==> config.mk <==
export PLATFORM = sky130hd
export DESIGN_NAME = rbs_core
export DESIGN_NICKNAME = d
export VERILOG_FILES = /design/src/shared/rbs_pkg.sv /design/src/design/rbs_core.sv
export SDC_FILE = /design/constraint.sdc
export NUM_CORES = 1
export LEC_CHECK = 0
export ABC_AREA = 1
export BUFFER_PORTS_ARGS = -buffer_cell sky130_fd_sc_hd__clkbuf_2
export CAP_MARGIN = 5
export CORE_UTILIZATION = 58
export CTS_CLUSTER_DIAMETER = 150
export DETAILED_ROUTE_END_ITERATION = 10
export PLACE_DENSITY = 0.77
export SLEW_MARGIN = 10
export SYNTH_ARGS = -nofsm -noshare
export SYNTH_HDL_FRONTEND = slang
export SYNTH_SLANG_ARGS = --single-unit
==> constraint.sdc <==
create_clock -name clock -period 2.92 [get_ports clock]
set_input_delay 0.292 -clock clock [delete_from_list [all_inputs] [get_ports clock]]
set_output_delay 0.292 -clock clock [all_outputs]
set_load 0.01 [all_outputs]
==> src/shared/rbs_pkg.sv <==
package rbs_pkg;
    // register addresses on the host bus
    localparam logic [2:0] ADDR_RANDOM = 3'h0;
    localparam logic [2:0] ADDR_STATUS = 3'h1;
    localparam logic [2:0] ADDR_EVENT = 3'h2;
    localparam logic [2:0] ADDR_PATTERN = 3'h3;
    localparam logic [2:0] ADDR_LOWER = 3'h4;
    localparam logic [2:0] ADDR_UPPER = 3'h5;
    localparam logic [2:0] ADDR_REMAIN = 3'h6;
    localparam logic [2:0] ADDR_TAP = 3'h7;
    // status/command bit positions
    localparam int STAT_READY_N = 0;
    localparam int STAT_INT_RESET = 1;
    localparam int STAT_FREE_RUN = 2;
    localparam int STAT_SELFTEST = 3;
    localparam int STAT_ALARM = 4;
    localparam int STAT_BUS_ERROR = 5;
    // random register geometry and counts
    localparam int RANDOM_BITS = 536;
    localparam logic [7:0] BYTE_COUNT = 8'h43;
    localparam int TEST_CYCLES = 18160;
    localparam int COMPARE_COUNT = 1000;
    localparam int FIFO_DEPTH = 16;
    // values after reset
    localparam logic [7:0] LOWER_RESET = 8'h00;
    localparam logic [7:0] UPPER_RESET = 8'hFF;
    localparam logic [3:0] PATTERN_RESET = 4'h0;
    localparam logic [7:0] SCRAMBLE_RESET = 8'h00;
    // engine states
    typedef enum logic [2:0] {
        RBS_IDLE,
        RBS_FILL,
        RBS_TEST,
        RBS_READY,
        RBS_HALT
    } rbs_state_type;
endpackage

==> src/design/rbs_core.sv <==
// Summary of operation
// - status bits 6 and 7 always read zero
// - event count register holds last test match count, saturating at 255
// - master reset clears the event count
// - pattern register shows the pattern used by the last finished test
// - pattern counter advances only on a passing test
// - master reset leaves pattern counter and pattern register alone
// - lower limit register is read/write and bounds the test
// - upper limit register is read/write and bounds the test
// - byte counter loads 67 on data ready, counts reads, holds at zero
// - tap register catches each raw byte on the tap clock rising edge
// - host sets registers then pulses master reset to start generation
// - after start, fill all 536 bits, then begin the test
// - compare low four bits with pattern counter, count matches
// - after 1000 compares, count outside limits fails the test
// - one whole test lasts about 18160 clock periods
// - limits FF and 00 never fail
// - everything runs on the jitter clock, fast oscillator only sampled
// - pass raises data ready; after 67th read the next number starts only in free run
// - fail sets alarm, no data ready, reads repeat the same byte
// - address 0 gives the random number one byte per read strobe
// - random reads check bus data; mismatch sets bus error, alarm, halts
// - status bit 4 is the alarm, inverted on alarm_out_n, reset-only clear
// - free-run clear: one test then halt; set: restart after each readout
`timescale 1ns/1ps
`default_nettype none

module rbs_fifo #(
    parameter int WIDTH = 1,
    parameter int DEPTH = rbs_pkg::FIFO_DEPTH
) (
    // clock and reset
    input wire logic clock,
    input wire logic rst_n,
    input wire logic flush,
    // filling side
    input wire logic in_valid,
    output logic in_ready,
    input wire logic [WIDTH-1:0] in_data,
    // draining side
    output logic out_valid,
    input wire logic out_ready,
    output logic [WIDTH-1:0] out_data
);
    localparam int AW = $clog2(DEPTH);

    if (DEPTH < 2 || (1 << AW) != DEPTH || WIDTH < 1) begin : bad_shape
        $error("fifo depth must be a power of two and width positive");
    end

    logic [WIDTH-1:0] store [DEPTH];
    logic [AW:0] wr_ptr;
    logic [AW:0] rd_ptr;
    wire full = (wr_ptr[AW] != rd_ptr[AW]) && (wr_ptr[AW-1:0] == rd_ptr[AW-1:0]);
    wire empty = (wr_ptr == rd_ptr);
    wire push = in_valid && !full;
    wire pop = out_ready && !empty;

    // handshake and head word
    assign in_ready = !full;
    assign out_valid = !empty;
    assign out_data = store[rd_ptr[AW-1:0]];

    // storage write
    always_ff @(posedge clock) begin
        if (push) begin
            store[wr_ptr[AW-1:0]] <= in_data;
        end
    end

    // pointers
    always_ff @(posedge clock or negedge rst_n) begin
        if (!rst_n) begin
            wr_ptr <= '0;
            rd_ptr <= '0;
        end else if (flush) begin
            wr_ptr <= '0;
            rd_ptr <= '0;
        end else begin
            if (push) wr_ptr <= wr_ptr + 1'b1;
            if (pop) rd_ptr <= rd_ptr + 1'b1;
        end
    end
endmodule

module rbs_core #(
    parameter int TEST_CYCLES = rbs_pkg::TEST_CYCLES,
    parameter int COMPARE_COUNT = rbs_pkg::COMPARE_COUNT,
    parameter int FIFO_DEPTH = rbs_pkg::FIFO_DEPTH
) (
    // clock (jitter oscillator) and chip reset
    input wire logic clock,
    input wire logic rst_n,
    // device pins
    input wire logic master_reset_n,
    input wire logic fast_oscillator,
    output logic data_ready_n,
    output logic alarm_out_n,
    output logic tap_clock,
    // host parallel bus
    input wire logic chip_select_n,
    input wire logic read_n,
    input wire logic write_n,
    input wire logic [2:0] address,
    input wire logic [7:0] data_in,
    output logic [7:0] data_out,
    output logic data_oe
);
    localparam int SPACING = TEST_CYCLES / COMPARE_COUNT;

    if (COMPARE_COUNT < 1 || COMPARE_COUNT > 1023 || SPACING < 4 || SPACING > 32
        || TEST_CYCLES > 65536) begin : bad_timing
        $error("test window too short for non-overlapping four-bit compares");
    end

    rbs_pkg::rbs_state_type state;
    logic [rbs_pkg::RANDOM_BITS-1:0] random_reg;
    logic [9:0] fill_count;
    logic [15:0] cycle_count;
    logic [4:0] phase;
    logic [9:0] compare_done;
    logic [7:0] match_event_count;
    logic [3:0] pattern_counter;
    logic [3:0] test_pattern_value;
    logic [7:0] test_lower_bound;
    logic [7:0] test_upper_bound;
    logic [7:0] bytes_remaining_count;
    logic [7:0] raw_sample_tap;
    logic int_reset;
    logic free_run;
    logic alarm_selftest_cmd;
    logic alarm;
    logic bus_error;
    logic samp_a;
    logic samp_b;
    logic [7:0] scramble_hist;
    logic [7:0] raw_collect;
    logic [2:0] raw_bits;
    logic rd_prev;
    logic wr_prev;
    logic cs_prev;
    logic [2:0] addr_prev;
    logic mr_prev_active;

    // saturating increment of the match counter
    function automatic logic [7:0] sat_inc(input logic [7:0] value);
        sat_inc = (value == 8'hFF) ? value : value + 8'h01;
    endfunction

    // master reset: external pin or internal command bit
    wire mr_active = !master_reset_n || int_reset;
    wire start = mr_prev_active && !mr_active;

    // host strobe decode; actions happen as a strobe is released
    wire read_done = !rd_prev && read_n && !cs_prev;
    wire write_done = !wr_prev && write_n && !cs_prev;
    wire read_now = !read_n && !chip_select_n;
    wire random_read = read_done && (addr_prev == rbs_pkg::ADDR_RANDOM);
    wire readout = random_read && (state == rbs_pkg::RBS_READY);
    wire mismatch = random_read && (data_in != data_out);
    wire wr_status = write_done && (addr_prev == rbs_pkg::ADDR_STATUS);

    // entropy path: sample, two-sample parity, scrambler or fixed self-test sequence
    wire raw_bit = samp_a ^ samp_b;
    wire self_bit = scramble_hist[7] ^ scramble_hist[4] ^ 1'b1;
    wire mix_bit = raw_bit ^ scramble_hist[7] ^ scramble_hist[3];
    wire gen_bit = alarm_selftest_cmd ? self_bit : mix_bit;
    wire gen_ready;
    wire bit_valid;
    wire bit_data;
    wire gen_push = gen_ready && !mr_active;
    wire shifting = (state == rbs_pkg::RBS_FILL) || (state == rbs_pkg::RBS_TEST);
    wire take_bit = shifting && bit_valid;

    // test bookkeeping
    wire compare_hit = (state == rbs_pkg::RBS_TEST) && (phase == 5'(SPACING - 1))
        && (compare_done < 10'(COMPARE_COUNT));
    wire is_match = random_reg[3:0] == pattern_counter;
    wire test_end = (state == rbs_pkg::RBS_TEST) && (cycle_count == 16'(TEST_CYCLES - 1));
    // a compare landing on the last test cycle must still count toward the verdict
    wire [7:0] final_count = (compare_hit && is_match) ? sat_inc(match_event_count)
        : match_event_count;
    wire in_limits = (final_count >= test_lower_bound)
        && (final_count <= test_upper_bound);
    wire last_read = readout && (bytes_remaining_count == 8'h01);

    // status byte as read by the host
    wire [7:0] status_byte = {2'b00, bus_error, alarm, alarm_selftest_cmd,
        free_run, int_reset, data_ready_n};

    // read data mux
    logic [7:0] read_sel;
    always_comb begin
        case (address)
            rbs_pkg::ADDR_RANDOM: read_sel = random_reg[rbs_pkg::RANDOM_BITS-1 -: 8];
            rbs_pkg::ADDR_STATUS: read_sel = status_byte;
            rbs_pkg::ADDR_EVENT: read_sel = match_event_count;
            rbs_pkg::ADDR_PATTERN: read_sel = {4'h0, test_pattern_value};
            rbs_pkg::ADDR_LOWER: read_sel = test_lower_bound;
            rbs_pkg::ADDR_UPPER: read_sel = test_upper_bound;
            rbs_pkg::ADDR_REMAIN: read_sel = bytes_remaining_count;
            rbs_pkg::ADDR_TAP: read_sel = raw_sample_tap;
            default: read_sel = 8'h00;
        endcase
    end

    // bit buffer between entropy source and random register
    rbs_fifo #(
        .WIDTH(1),
        .DEPTH(FIFO_DEPTH)
    ) u_fifo (
        .clock(clock),
        .rst_n(rst_n),
        .flush(mr_active),
        .in_valid(!mr_active),
        .in_ready(gen_ready),
        .in_data(gen_bit),
        .out_valid(bit_valid),
        .out_ready(take_bit),
        .out_data(bit_data)
    );

    // bus sampling and read drive
    always_ff @(posedge clock or negedge rst_n) begin
        if (!rst_n) begin
            rd_prev <= 1'b1;
            wr_prev <= 1'b1;
            cs_prev <= 1'b1;
            addr_prev <= 3'h0;
            data_out <= 8'h00;
            data_oe <= 1'b0;
        end else begin
            rd_prev <= read_n;
            wr_prev <= write_n;
            cs_prev <= chip_select_n;
            addr_prev <= address;
            data_oe <= read_now;
            if (read_now) data_out <= read_sel;
        end
    end

    // writable registers
    always_ff @(posedge clock or negedge rst_n) begin
        if (!rst_n) begin
            test_lower_bound <= rbs_pkg::LOWER_RESET;
            test_upper_bound <= rbs_pkg::UPPER_RESET;
            int_reset <= 1'b0;
            free_run <= 1'b0;
            alarm_selftest_cmd <= 1'b0;
        end else begin
            if (write_done && addr_prev == rbs_pkg::ADDR_LOWER) begin
                test_lower_bound <= data_in;
            end
            if (write_done && addr_prev == rbs_pkg::ADDR_UPPER) begin
                test_upper_bound <= data_in;
            end
            if (!master_reset_n) begin
                int_reset <= 1'b0;
                free_run <= 1'b0;
                alarm_selftest_cmd <= 1'b0;
            end else if (wr_status) begin
                int_reset <= data_in[rbs_pkg::STAT_INT_RESET];
                free_run <= data_in[rbs_pkg::STAT_FREE_RUN];
                alarm_selftest_cmd <= data_in[rbs_pkg::STAT_SELFTEST];
            end
        end
    end

    // entropy front end and raw byte tap
    always_ff @(posedge clock or negedge rst_n) begin
        if (!rst_n) begin
            samp_a <= 1'b0;
            samp_b <= 1'b0;
            scramble_hist <= rbs_pkg::SCRAMBLE_RESET;
            raw_collect <= 8'h00;
            raw_bits <= 3'h0;
            raw_sample_tap <= 8'h00;
            tap_clock <= 1'b0;
        end else begin
            samp_a <= fast_oscillator;
            samp_b <= samp_a;
            if (mr_active) begin
                scramble_hist <= rbs_pkg::SCRAMBLE_RESET;
            end else if (gen_push) begin
                scramble_hist <= {scramble_hist[6:0], gen_bit};
                raw_collect <= {raw_collect[6:0], raw_bit};
                raw_bits <= raw_bits + 3'h1;
                if (raw_bits == 3'h7) begin
                    raw_sample_tap <= {raw_collect[6:0], raw_bit};
                    tap_clock <= 1'b1;
                end else if (raw_bits == 3'h3) begin
                    tap_clock <= 1'b0;
                end
            end
        end
    end

    // pattern counter and pattern register survive master reset
    always_ff @(posedge clock or negedge rst_n) begin
        if (!rst_n) begin
            pattern_counter <= rbs_pkg::PATTERN_RESET;
            test_pattern_value <= rbs_pkg::PATTERN_RESET;
        end else if (test_end && !mr_active) begin
            test_pattern_value <= pattern_counter;
            if (in_limits) pattern_counter <= pattern_counter + 4'h1;
        end
    end

    // run engine: fill, test, hand out bytes
    always_ff @(posedge clock or negedge rst_n) begin
        if (!rst_n) begin
            state <= rbs_pkg::RBS_IDLE;
            random_reg <= '0;
            fill_count <= 10'h000;
            cycle_count <= 16'h0000;
            phase <= 5'h00;
            compare_done <= 10'h000;
            match_event_count <= 8'h00;
            bytes_remaining_count <= 8'h00;
            alarm <= 1'b0;
            bus_error <= 1'b0;
            mr_prev_active <= 1'b0;
            data_ready_n <= 1'b1;
            alarm_out_n <= 1'b1;
        end else begin
            mr_prev_active <= mr_active;
            alarm_out_n <= !alarm;
            if (mr_active) begin
                state <= rbs_pkg::RBS_IDLE;
                match_event_count <= 8'h00;
                bytes_remaining_count <= 8'h00;
                alarm <= 1'b0;
                bus_error <= 1'b0;
                data_ready_n <= 1'b1;
                if (int_reset) random_reg <= '0;
            end else begin
                if (take_bit) random_reg <= {random_reg[rbs_pkg::RANDOM_BITS-2:0], bit_data};
                if (mismatch) begin
                    bus_error <= 1'b1;
                    alarm <= 1'b1;
                    data_ready_n <= 1'b1;
                    state <= rbs_pkg::RBS_HALT;
                end else begin
                    case (state)
                        rbs_pkg::RBS_IDLE: begin
                            if (start) begin
                                fill_count <= 10'h000;
                                state <= rbs_pkg::RBS_FILL;
                            end
                        end
                        rbs_pkg::RBS_FILL: begin
                            if (take_bit) fill_count <= fill_count + 10'h001;
                            if (take_bit && fill_count == 10'(rbs_pkg::RANDOM_BITS - 1)) begin
                                cycle_count <= 16'h0000;
                                phase <= 5'h00;
                                compare_done <= 10'h000;
                                match_event_count <= 8'h00;
                                state <= rbs_pkg::RBS_TEST;
                            end
                        end
                        rbs_pkg::RBS_TEST: begin
                            cycle_count <= cycle_count + 16'h0001;
                            phase <= (phase == 5'(SPACING - 1)) ? 5'h00 : phase + 5'h01;
                            if (compare_hit) begin
                                compare_done <= compare_done + 10'h001;
                                if (is_match) match_event_count <= sat_inc(match_event_count);
                            end
                            if (test_end) begin
                                if (in_limits) begin
                                    data_ready_n <= 1'b0;
                                    bytes_remaining_count <= rbs_pkg::BYTE_COUNT;
                                    state <= rbs_pkg::RBS_READY;
                                end else begin
                                    alarm <= 1'b1;
                                    state <= rbs_pkg::RBS_HALT;
                                end
                            end
                        end
                        rbs_pkg::RBS_READY: begin
                            if (readout) begin
                                random_reg <= {random_reg[rbs_pkg::RANDOM_BITS-9:0], 8'h00};
                                bytes_remaining_count <= bytes_remaining_count - 8'h01;
                            end
                            if (last_read) begin
                                data_ready_n <= 1'b1;
                                fill_count <= 10'h000;
                                state <= free_run ? rbs_pkg::RBS_FILL : rbs_pkg::RBS_HALT;
                            end
                        end
                        rbs_pkg::RBS_HALT: begin
                            state <= rbs_pkg::RBS_HALT;
                        end
                        default: begin
                            state <= rbs_pkg::RBS_IDLE;
                        end
                    endcase
                end
            end
        end
    end
endmodule

`default_nettype wire

**Yosys cells after proc, flatten, opt, wreduce, memory -nomap -nowiden**

Memory sizes are Yosys's and may differ from the RTL's.
Index checks and enable logic that the tools add are counted.

- $add $sub $neg: 10
- Magnitude comparators: 3
- Eq/ne operators: 46
- Muxes and demuxes: 72
- Bitwise gates (word level): 7
- Reduce and logical (&&, ||, !) cells: 62

Operators by type and width:

| kind | count |
|---|---|
| $mux W536 | 6 |
| $mux W8 | 14 |
| $pmux W8 S8 | 1 |
| $mux W10 | 5 |
| $pmux W16 S2 | 1 |
| $pmux W8 S2 | 2 |
| $mux W5 | 6 |
| $pmux W10 S3 | 1 |
| $eq A3 B3 Y1 const B | 8 |
| $logic_and A1 B1 Y1 | 24 |
| $mux W3 | 8 |
| $mux W1 | 23 |
| $add A10 B1 Y10 const B | 2 |
| $pmux W10 S2 | 1 |
| $ne A3 B3 Y1 const B | 6 |
| $add A16 B1 Y16 const B | 1 |
| $eq A16 B15 Y1 const B | 1 |
| $mux W16 | 1 |
| $ne A4 B4 Y1 const B | 4 |
| $add A5 B1 Y5 const B | 3 |
| $eq A3 B2 Y1 const B | 5 |
| $pmux W3 S5 | 1 |
| $reduce_and A5 Y1 | 3 |
| $reduce_bool A3 Y1 | 5 |
| other kinds (33) | 68 |

- Bits in registers: 682
- Memory bits (writable): 16
- Output and inout port bits: 12
- Logic and storage cells: 236
- Memories kept: 1

Memories:

| memory | depth | width | rd ports | clocked after memory_dff | write ports | RTL line | source |
|---|---|---|---|---|---|---|---|
| u_fifo.store | 16 | 1 | 1 | 0 | 1 | rbs_core.sv:51 | `logic [WIDTH-1:0] store [DEPTH];` |

**Depth between registers and ports, before layout**

Gate-level depths: netlist (run 1).

- Word-level depth: 12
- Depth in mapped cells: 23
- Gate-level depth less buffers: 22

**Cells and area by module**

Synthesis (run 1) repeated with hierarchy kept, for this count alone.

- Cells, all modules: 6391
- Area total of the unflattened synthesis: 42447.0 um^2

By module, submodules not included:

| module | instances | cells an instance | area each (um^2) |
|---|---|---|---|
| rbs_core | 1 | 6216 | 40940.5 |
| rbs_fifo | 1 | 175 | 1506.4 |

**Worst setup path before layout (run 1)**

Ideal clock, no wire load.

- Path kind: reg2reg
- Start: reg match_event_count[0]
- End: reg state[2]
- Library setup time: 0.117 ns
- Arrival: 2.700 ns
- Required time: 2.803 ns
- Setup slack: 0.103 ns
- Cell stages (with the launch flop): 22
- Period minus slack after synthesis: 2.817 ns
- Path through: dfrtp_1 > ha_1 > nand3_1 > nor2_1 > nand4_1 > o21ai_0 > nand2_1 > o21ai_0 > ha_1 > inv_1 > o21bai_1 > nand2_1 > nand2_1 > nand2_1 > nand2_1 > nand2_1 > nand2_1 > nand2_1 > clkbuf_1 > nand2_1 > nand3_1 > nand2_1

- Word-level cells in the longest chain between the ends: 10
- Elaborated cells between the ends (all ways): 12

RTL lines:

| item | RTL line | source |
|---|---|---|
| start: declaration | rbs_core.sv:122 | `logic [7:0] match_event_count;` |
| start signal: assignment | rbs_core.sv:366 | `if (is_match) match_event_count <= sat_inc(match_event_count);` |
| $add A8 B1 Y8 or $eq A8 B8 Y1 (tied branches) | rbs_core.sv:147 | `sat_inc = (value == 8'hFF) ? value : value + 8'h01;` |
| $mux W8 | n/a |  |
| $mux W8 (*) | rbs_core.sv:181 | `wire [7:0] final_count = (compare_hit && is_match) ? sat_inc(match_event_count)` |
| $ge A8 B8 Y1 or $le A8 B8 Y1 (tied branches) | rbs_core.sv:183, rbs_core.sv:184 |  |
| $logic_and A1 B1 Y1 (*) | rbs_core.sv:184 | `&& (final_count <= test_upper_bound);` |
| $mux W3 (*) | rbs_core.sv:369 | `if (in_limits) begin` |
| $mux W3 (*) | rbs_core.sv:368 | `if (test_end) begin` |
| $pmux W3 S5 (*) | rbs_core.sv:344 | `case (state)` |
| $mux W3 (*) | rbs_core.sv:338 | `if (mismatch) begin` |
| $mux W3 (*) | rbs_core.sv:328 | `if (mr_active) begin` |
| end signal: assignment | rbs_core.sv:329 | `state <= rbs_pkg::RBS_IDLE;` |
| end signal: assignment | rbs_core.sv:342 | `state <= rbs_pkg::RBS_HALT;` |
| end signal: assignment | rbs_core.sv:348 | `state <= rbs_pkg::RBS_FILL;` |
| end: declaration | rbs_core.sv:116 | `rbs_pkg::rbs_state_type state;` |

Mark *: on every way between the ends. The rest lies on a longest branch, timed or not. The select of a mux whose other input is x is not followed.
A chain may end at the register's enable or synchronous reset.

**Final worst setup path (run 1)**

- Start: reg match_event_count[0]
- End: reg bytes_remaining_count[7]

- Word-level cells in the longest chain between the ends: 7
- Elaborated cells between the ends (all ways): 9

RTL lines:

| item | RTL line | source |
|---|---|---|
| $add A8 B1 Y8 or $eq A8 B8 Y1 (tied branches) | rbs_core.sv:147 |  |
| $mux W8 | n/a |  |
| $mux W8 (*) | rbs_core.sv:181 |  |
| $ge A8 B8 Y1 or $le A8 B8 Y1 (tied branches) | rbs_core.sv:183, rbs_core.sv:184 |  |
| $logic_and A1 B1 Y1 (*) | rbs_core.sv:184 |  |
| $ne A3 B3 Y1 (no source line) (*) | n/a |  |
| $reduce_and A5 Y1 (no source line) (*) | n/a |  |
| end signal: assignment | rbs_core.sv:371 | `bytes_remaining_count <= rbs_pkg::BYTE_COUNT;` |
| end signal: assignment | rbs_core.sv:382 | `bytes_remaining_count <= bytes_remaining_count - 8'h01;` |
| end: declaration | rbs_core.sv:127 | `logic [7:0] bytes_remaining_count;` |

Mark *: on every way between the ends. The rest lies on a longest branch, timed or not.

==> impl_metrics.toml, run 1 <==
[worst_setup_path]
cp_max_fo = 5
critical_path_class = "flop to flop"
crit_family = "simple AND/OR/NAND/NOR gates"
crit_start = "match_event_count[0]$_DFFE_PN0P_"
cpMaxStageDelayCell = "dfrtp_1"
cp.arrival_ps = 3260
crit_required_ps = 3430
r2r_cells = 22
critPathBufInv = 3
worst_setup_path_end_kind = "flop"
crit_top_cell = "nand2_1"
crit_path_end = "bytes_remaining_count[7]$_DFFE_PN0P_"
rr_endpoint = "bytes_remaining_count[7]$_DFFE_PN0P_"
crit_chain = "ha_2 > nand3_4 > nor2_4 > nand4_1 > buf_4 > nand2_1 > o21ai_1 > nand2_1 > o21ai_2 > ha_1 > inv_1 > o21bai_1 > nand2_1 > nand2_1 > nand2_1 > nand2_1 > nand2_2 > nand2_4 > nand2_4 > buf_4 > nand4_1 > nand2_1"
ff2ff_setup_slack_ps = 160
rr_startpoint = "match_event_count[0]$_DFFE_PN0P_"
cp_slowest_stage_delay_ps = 350
critPathLaunchType = "flop"
crit_cells = 22

[floorplanning]
initial_core_util_pct = 59.0
io_pins = 30
die_x_um = 261
core_um2 = 66200
die_h_um = 261
placementRows = 94
die_area_um2 = 68400

[sta]
fin_crit_sh_pct = 94.4
maxSlewHeadroom_pct = 37.8
finalSetupViolCount = 0
holdWs_ps = 42.8
clock.fmax_mhz = 363
tns_ps = 0
skew_ps = 21.3
period_needed_ps = 2760
hold_viol_final = 0
slew_violations = 0
worst_slew_pin_slew_ps = 932

[detailed_routing]
wl_per_cell_um = 16.7
ant_nets = 0
vias = 36100
vias_per_cell = 5.92
drc = 0
routed_wl_um = 102000
dr.pass1.iters = 6
dr.first_iter.drc_count = 3795

[synth]
ys_seq_area_share_pct = 45.0
synth_edf_count = 16
syn-instance-count = 5279
ys_warn_count = 0
ys_ff_latch = 698
syn_area_um2 = 39000
postSynthAreaPerCell_um2 = 7.40
syn-num-nets = 5330
synthDistinctLibCells = 43
async_reset_ff_share_pct = 97.7
synth-main-ff-cell = "dfrtp_1"

[layout]
area_growth_pct = 11.0
final_util_pct = 65.5
final.fill_count = 5733
final_cells = 6096
nets = 5221
largest_register_ffs = 536
drive_above_1_share_pct = 7.65
final_common_cell = "nand2_1"
final_cell_mix = "nand2_1, o21ai_0, dfrtp_1"

[global_route]
overflow = 0
grt_pass1_vias = 34000
grt_max_degree = 161
track_usage_pct = 29.9
antenna_found_initial = 1
grt_pass1_wl_um = 171000

[clocking]
cts_buffer_depth = 3
clock_latency_ps = 640
clkSinkCount = 698
cts_tree = "built"
root_buffer = "clkbuf_16"
cts_inserted_buffers = 78
clkTransAtPathRegs_ps = 60
htreeDepth = 3

[placement]
hpwl_um = 59900
dp_cells = 5930
gp_congestion = 0.887
numPortBuffers = 29

[pwr]
power_density_nw_per_um2 = 897
p_leak_nw = 19.6
peakVddDrop_uv = 662

[run_status]
status = "finished clean"

[min_path]
hold_path_class = "input port to flop"

[run]
cap_violations = 0
==> power breakdown <==
| part | internal (mW) | total, mW | switching [mW] |
|---|---|---|---|
| combinational | 4.65 | 12.7 | 8.08 |
| clock | 5.96 | 10.1 | 4.18 |
| sequential | 13.2 | 16.0 | 2.78 |
| total | 23.8 | 38.9 | 15.0 |
==> kinds of logic (layout without fill, tap and decap cells) <==
family	after synthesis	in the layout	share of synthesized area (%)
AND/OR/NAND/NOR	2147	2147	23.6
AO/OA/AOI/OAI	1452	1452	20.0
buffers and inverters	908	860	9.39
flip-flops	698	698	45.0
XOR/XNOR	41	41	0.920
adder cells (fa/ha/maj)	33	33	1.06
other	0	1	0
==> synth_stat cells, types with 8 or more instances <==
cell / instances / share of area [%]
xor2_1: 30 / 0.67
edfxtp_1: 16 / 1.2
nor2_2: 8 / 0.13
or2_2: 30 / 0.48
a21oi_1: 348 / 4.5
a31oi_1: 48 / 0.77
o21ai_0: 762 / 9.8
nand3_1: 398 / 5.1
o21ai_1: 87 / 1.1
o211ai_1: 173 / 3.3
ha_1: 33 / 1.1
buf_1: 11 / 0.11
nand2_1: 1167 / 11
dfrtp_1: 669 / 43
buf_2: 152 / 1.9
clkbuf_1: 207 / 2.0
xnor2_1: 11 / 0.25
inv_2: 11 / 0.11
nor3_1: 308 / 3.9
inv_1: 511 / 4.9
dfstp_2: 13 / 0.87
o22ai_1: 19 / 0.30
nor2_1: 178 / 1.7
nand4_1: 30 / 0.48
==> per-layer routing <==
metal,up-vias,share of wire (%),track usage (%)
met5,-,0,0
met4,0,1.9,7.72
met3,152,5.2,3.62
met2,1043,47,48.0
met1,17400,46,42.9
li1,17500,-,-
==> through the flow <==
| stage | worst slack [ps] | cell area, µm² | total power, mW |
|---|---|---|---|
| 3_3_place_gp | -76.4 | 40300 | 28.0 |
| 5_1_grt | -27.5 | 43300 | 41.8 |
| 2_1_floorplan | 103 | 39000 | 24.9 |
| 3_5_place_dp | -88.1 | 40300 | 28.5 |
| 4_1_cts | 22.0 | 43100 | 38.8 |
| 6_report | 163 | 43300 | 38.9 |
==> area by class of cell <==
| class | instances | area, µm² | area share (%) |
|---|---|---|---|
| flip-flops and latches | 698 | 17600 | 40.5 |
| multi-input cells | 3673 | 18000 | 41.6 |
| clock buffers | 122 | 2330 | 5.37 |
| inverters | 527 | 2000 | 4.62 |
| diodes | 1 | 2.50 | 0.00577 |
| repair buffers | 192 | 2060 | 4.75 |
| well taps | 864 | 1080 | 2.49 |
| clock inverters | 19 | 290 | 0.670 |
==> worst min path at each step <==
stage,start,endpoint,slack (ps),depth (start not counted)
2_1_floorplan,rst_n,addr_prev[0]$_DFF_PN0_,-4,0
3_3_place_gp,rst_n,raw_bits[0]$_DFFE_PN0P_,310,1
3_5_place_dp,rst_n,scramble_hist[5]$_DFFE_PN0P_,310,1
4_1_cts,master_reset_n,free_run$_DFFE_PN0P_,20,3
5_1_grt,master_reset_n,free_run$_DFFE_PN0P_,60,3
6_report,master_reset_n,free_run$_DFFE_PN0P_,40,3
==> worst register-to-register path, delay by kind of cell, from the launching register on <==
family | cells | cell delay (ps)
buffers and inverters | 3 | 390
adder cells (fa/ha/maj) | 2 | 510
AO/OA/AOI/OAI | 3 | 270
AND/OR/NAND/NOR | 14 | 1130
flip-flops | 1 | 350
==> what timing repair did <==
| action | in CTS | in global routing |
|---|---|---|
| buffers inserted | 1 | 5 |
| hold buffers | 17 | 0 |
| pin swaps | 1 | 20 |
| endpoints found under the setup margin | 15 | 17 |
| resized for setup | 7 | 40 |
| endpoints found under the hold margin | 81 | 0 |
| cloned | 0 | 1 |
(Power assumes the default switching activity.)
==> run 2, diff against run 1 <==
CORE_UTILIZATION = 60   (was 58)
CTS_BUF_LIST = sky130_fd_sc_hd__clkbuf_4   (was default)
PLACE_DENSITY = 0.79   (was 0.77)
==> run 2 against run 1 <==
Effect of this change: sequential cell count stayed put; final area rose by 0.10%; clock power shrank 11%; critical path depth decreased by 3; non-clock buffer count grew 20; sequential share of layout area is essentially flat; via count increased by 2.2%; hold slack improved by 65 ps; critical endpoint unchanged.
==> impl_metrics.toml, run 2 (synthesized netlist as in run 1, its figures left out) <==
[global_route]
grt_pass1_vias = 35400
antenna_found_initial = 3
grt_use_met2_pct = 49.1
grt_max_degree = 158
overflow = 0
track_usage_pct = 30.7
gr-usage-met1_pct = 42.1
grt_pass1_wl_um = 172000
gr-max-usage-layer = "met2"
use_met3_pct = 5.16

[layout]
nets = 5351
final_common_cell = "nand2_1"
final_util_pct = 67.4
seqCellArea_um2 = 17600
largest_register_ffs = 536
multi_input_area_um2 = 18100
final_cell_mix = "nand2_1, o21ai_0, dfrtp_1"
final.fill_count = 5433
drive_above_1_share_pct = 11.1
area_growth_pct = 11.1

[sta]
skew_ps = 60.0
slew_violations = 0
finalSetupViolCount = 0
maxSlewHeadroom_pct = 20.0
hold_viol_final = 0
holdWs_ps = 108
worst_slew_pin_slew_ps = 1200
fin_crit_sh_pct = 93.2
clock.fmax_mhz = 367
period_needed_ps = 2720

[worst_setup_path]
cp_max_fo = 7
rr_endpoint = "bytes_remaining_count[7]$_DFFE_PN0P_"
crit_chain = "inv_1 > ha_2 > nand3_2 > inv_2 > nand3_4 > nor2_4 > buf_12 > buf_4 > nand2_1 > o21ai_2 > ha_1 > a21oi_1 > o21a_1 > nand3_4 > nand2_4 > nand2_4 > buf_4 > nand4_1 > nand2_1"
critical_path_class = "flop to flop"
r2r_cells = 19
cp_slowest_stage_delay_ps = 380
critPathLaunchType = "flop"
rr_startpoint = "phase[1]$_DFFE_PN0P_"
ff2ff_setup_slack_ps = 200
cp.arrival_ps = 3630
worst_setup_path_end_kind = "flop"
crit_required_ps = 3820
cpMaxStageDelayCell = "dfrtp_1"
crit_path_end = "bytes_remaining_count[7]$_DFFE_PN0P_"
crit_start = "phase[1]$_DFFE_PN0P_"

[clocking]
clock_latency_ps = 1060
cts_tree = "built"
root_buffer = "clkbuf_4"
htreeDepth = 4
cts_inserted_buffers = 188
clkTransAtPathRegs_ps = 60
clkSinkCount = 698
cts_buffer_depth = 3

[pwr]
p_leak_nw = 19.9
power_density_nw_per_um2 = 868
peakVddDrop_uv = 569

[detailed_routing]
ant_nets = 0
wl_per_cell_um = 16.0
drc = 0
routed_wl_um = 101000
vias_per_cell = 5.85
dr.pass1.iters = 6
vias = 36900
dr.first_iter.drc_count = 3635

[floorplanning]
io_pins = 30
initial_core_util_pct = 60.7
die_h_um = 257
die_area_um2 = 66100
placementRows = 93
die_x_um = 257
core_um2 = 64300

[min_path]
hold_path_class = "input port to flop"
min_from = "data_in[5]"

[placement]
numPortBuffers = 29
gp_congestion = 0.905
hpwl_um = 58600

[run_status]
status = "finished clean"

[run]
cap_violations = 0
[run 2: cell types whose count changed in the layout (fill, tap and decap cells not counted), sizes merged]
cell	change
dlygate4sd3	+9
diode	+5
bufinv	-4
clkinvlp	+1
buf	+10
clkinv	+24
clkbuf	+176
inv	-1
[run 2: how the worst min path moves through the flow]
stage | cells after the start | slack (ps) | endpoint
2_1_floorplan | 0 | -4 | addr_prev[0]$_DFF_PN0_
3_3_place_gp | 1 | 290 | test_lower_bound[4]$_DFFE_PN0P_
3_5_place_dp | 1 | 290 | test_lower_bound[4]$_DFFE_PN0P_
4_1_cts | 4 | 20 | test_upper_bound[0]$_DFFE_PN1P_
5_1_grt | 4 | 100 | test_upper_bound[5]$_DFFE_PN1P_
6_report | 4 | 110 | test_upper_bound[5]$_DFFE_PN1P_
[run 2: report_power, final]
part | switching [mW] | internal [mW]
Clock | 4.27 | 4.69
Combinational | 8.03 | 4.71
Sequential | 2.76 | 13.2
[run 2: area by class of cell]
cell class,instances,share of cell area (%)
Multi-Input combinational cell,3673,41.6
Sequential cell,698,40.5
Timing Repair Buffer,212,5.15
Clock buffer,297,5.14
Inverter,527,4.62
Tap cell,855,2.47
Clock inverter,39,0.490
Antenna cell,6,0.0346
[run 2: worst max-delay path, delay by kind of cell (launching register included)]
kind / cells / cell delay [ps]
AOI/OAI and AO/OA: 3 / 420
adders and majority gates: 2 / 430
buffers and inverters: 5 / 580
DFF: 1 / 380
and+or+nand+nor: 9 / 780
[run 2: metrics by stage]
| step | setup WS, ps | power [mW] | area [µm²] | setup TNS [ps] | cells |
|---|---|---|---|---|---|
| 2_1_floorplan | 103 | 24.9 | 39000 | 0 | 5279 |
| 3_3_place_gp | 37.3 | 28.0 | 40400 | 0 | 5933 |
| 3_5_place_dp | -31.8 | 28.5 | 40400 | -69.1 | 5933 |
| 4_1_cts | 24.2 | 37.6 | 43100 | 0 | 6296 |
| 5_1_grt | -23.3 | 40.8 | 43400 | -70.1 | 6306 |
| 6_report | 197 | 37.7 | 43400 | 0 | 6307 |
[run 2: layer usage]
| metal | wire length (µm) | part of all wire (%) | vias to the layer above |
|---|---|---|---|
| met3 | 6330 | 6.3 | 167 |
| met5 | 0 | 0 | - |
| li1 | - | - | 17900 |
| met4 | 2010 | 2.0 | 0 |
| met2 | 47600 | 47 | 1206 |
| met1 | 45000 | 45 | 17600 |
[run 2: repair_timing]
action / in CTS / in global routing
cloned: 0 / 2
setup endpoints to repair: 6 / 17
hold buffers: 27 / 0
pin swaps: 0 / 15
resized for setup: 2 / 46
buffers inserted: 0 / 3
endpoints found under the hold margin: 749 / 0
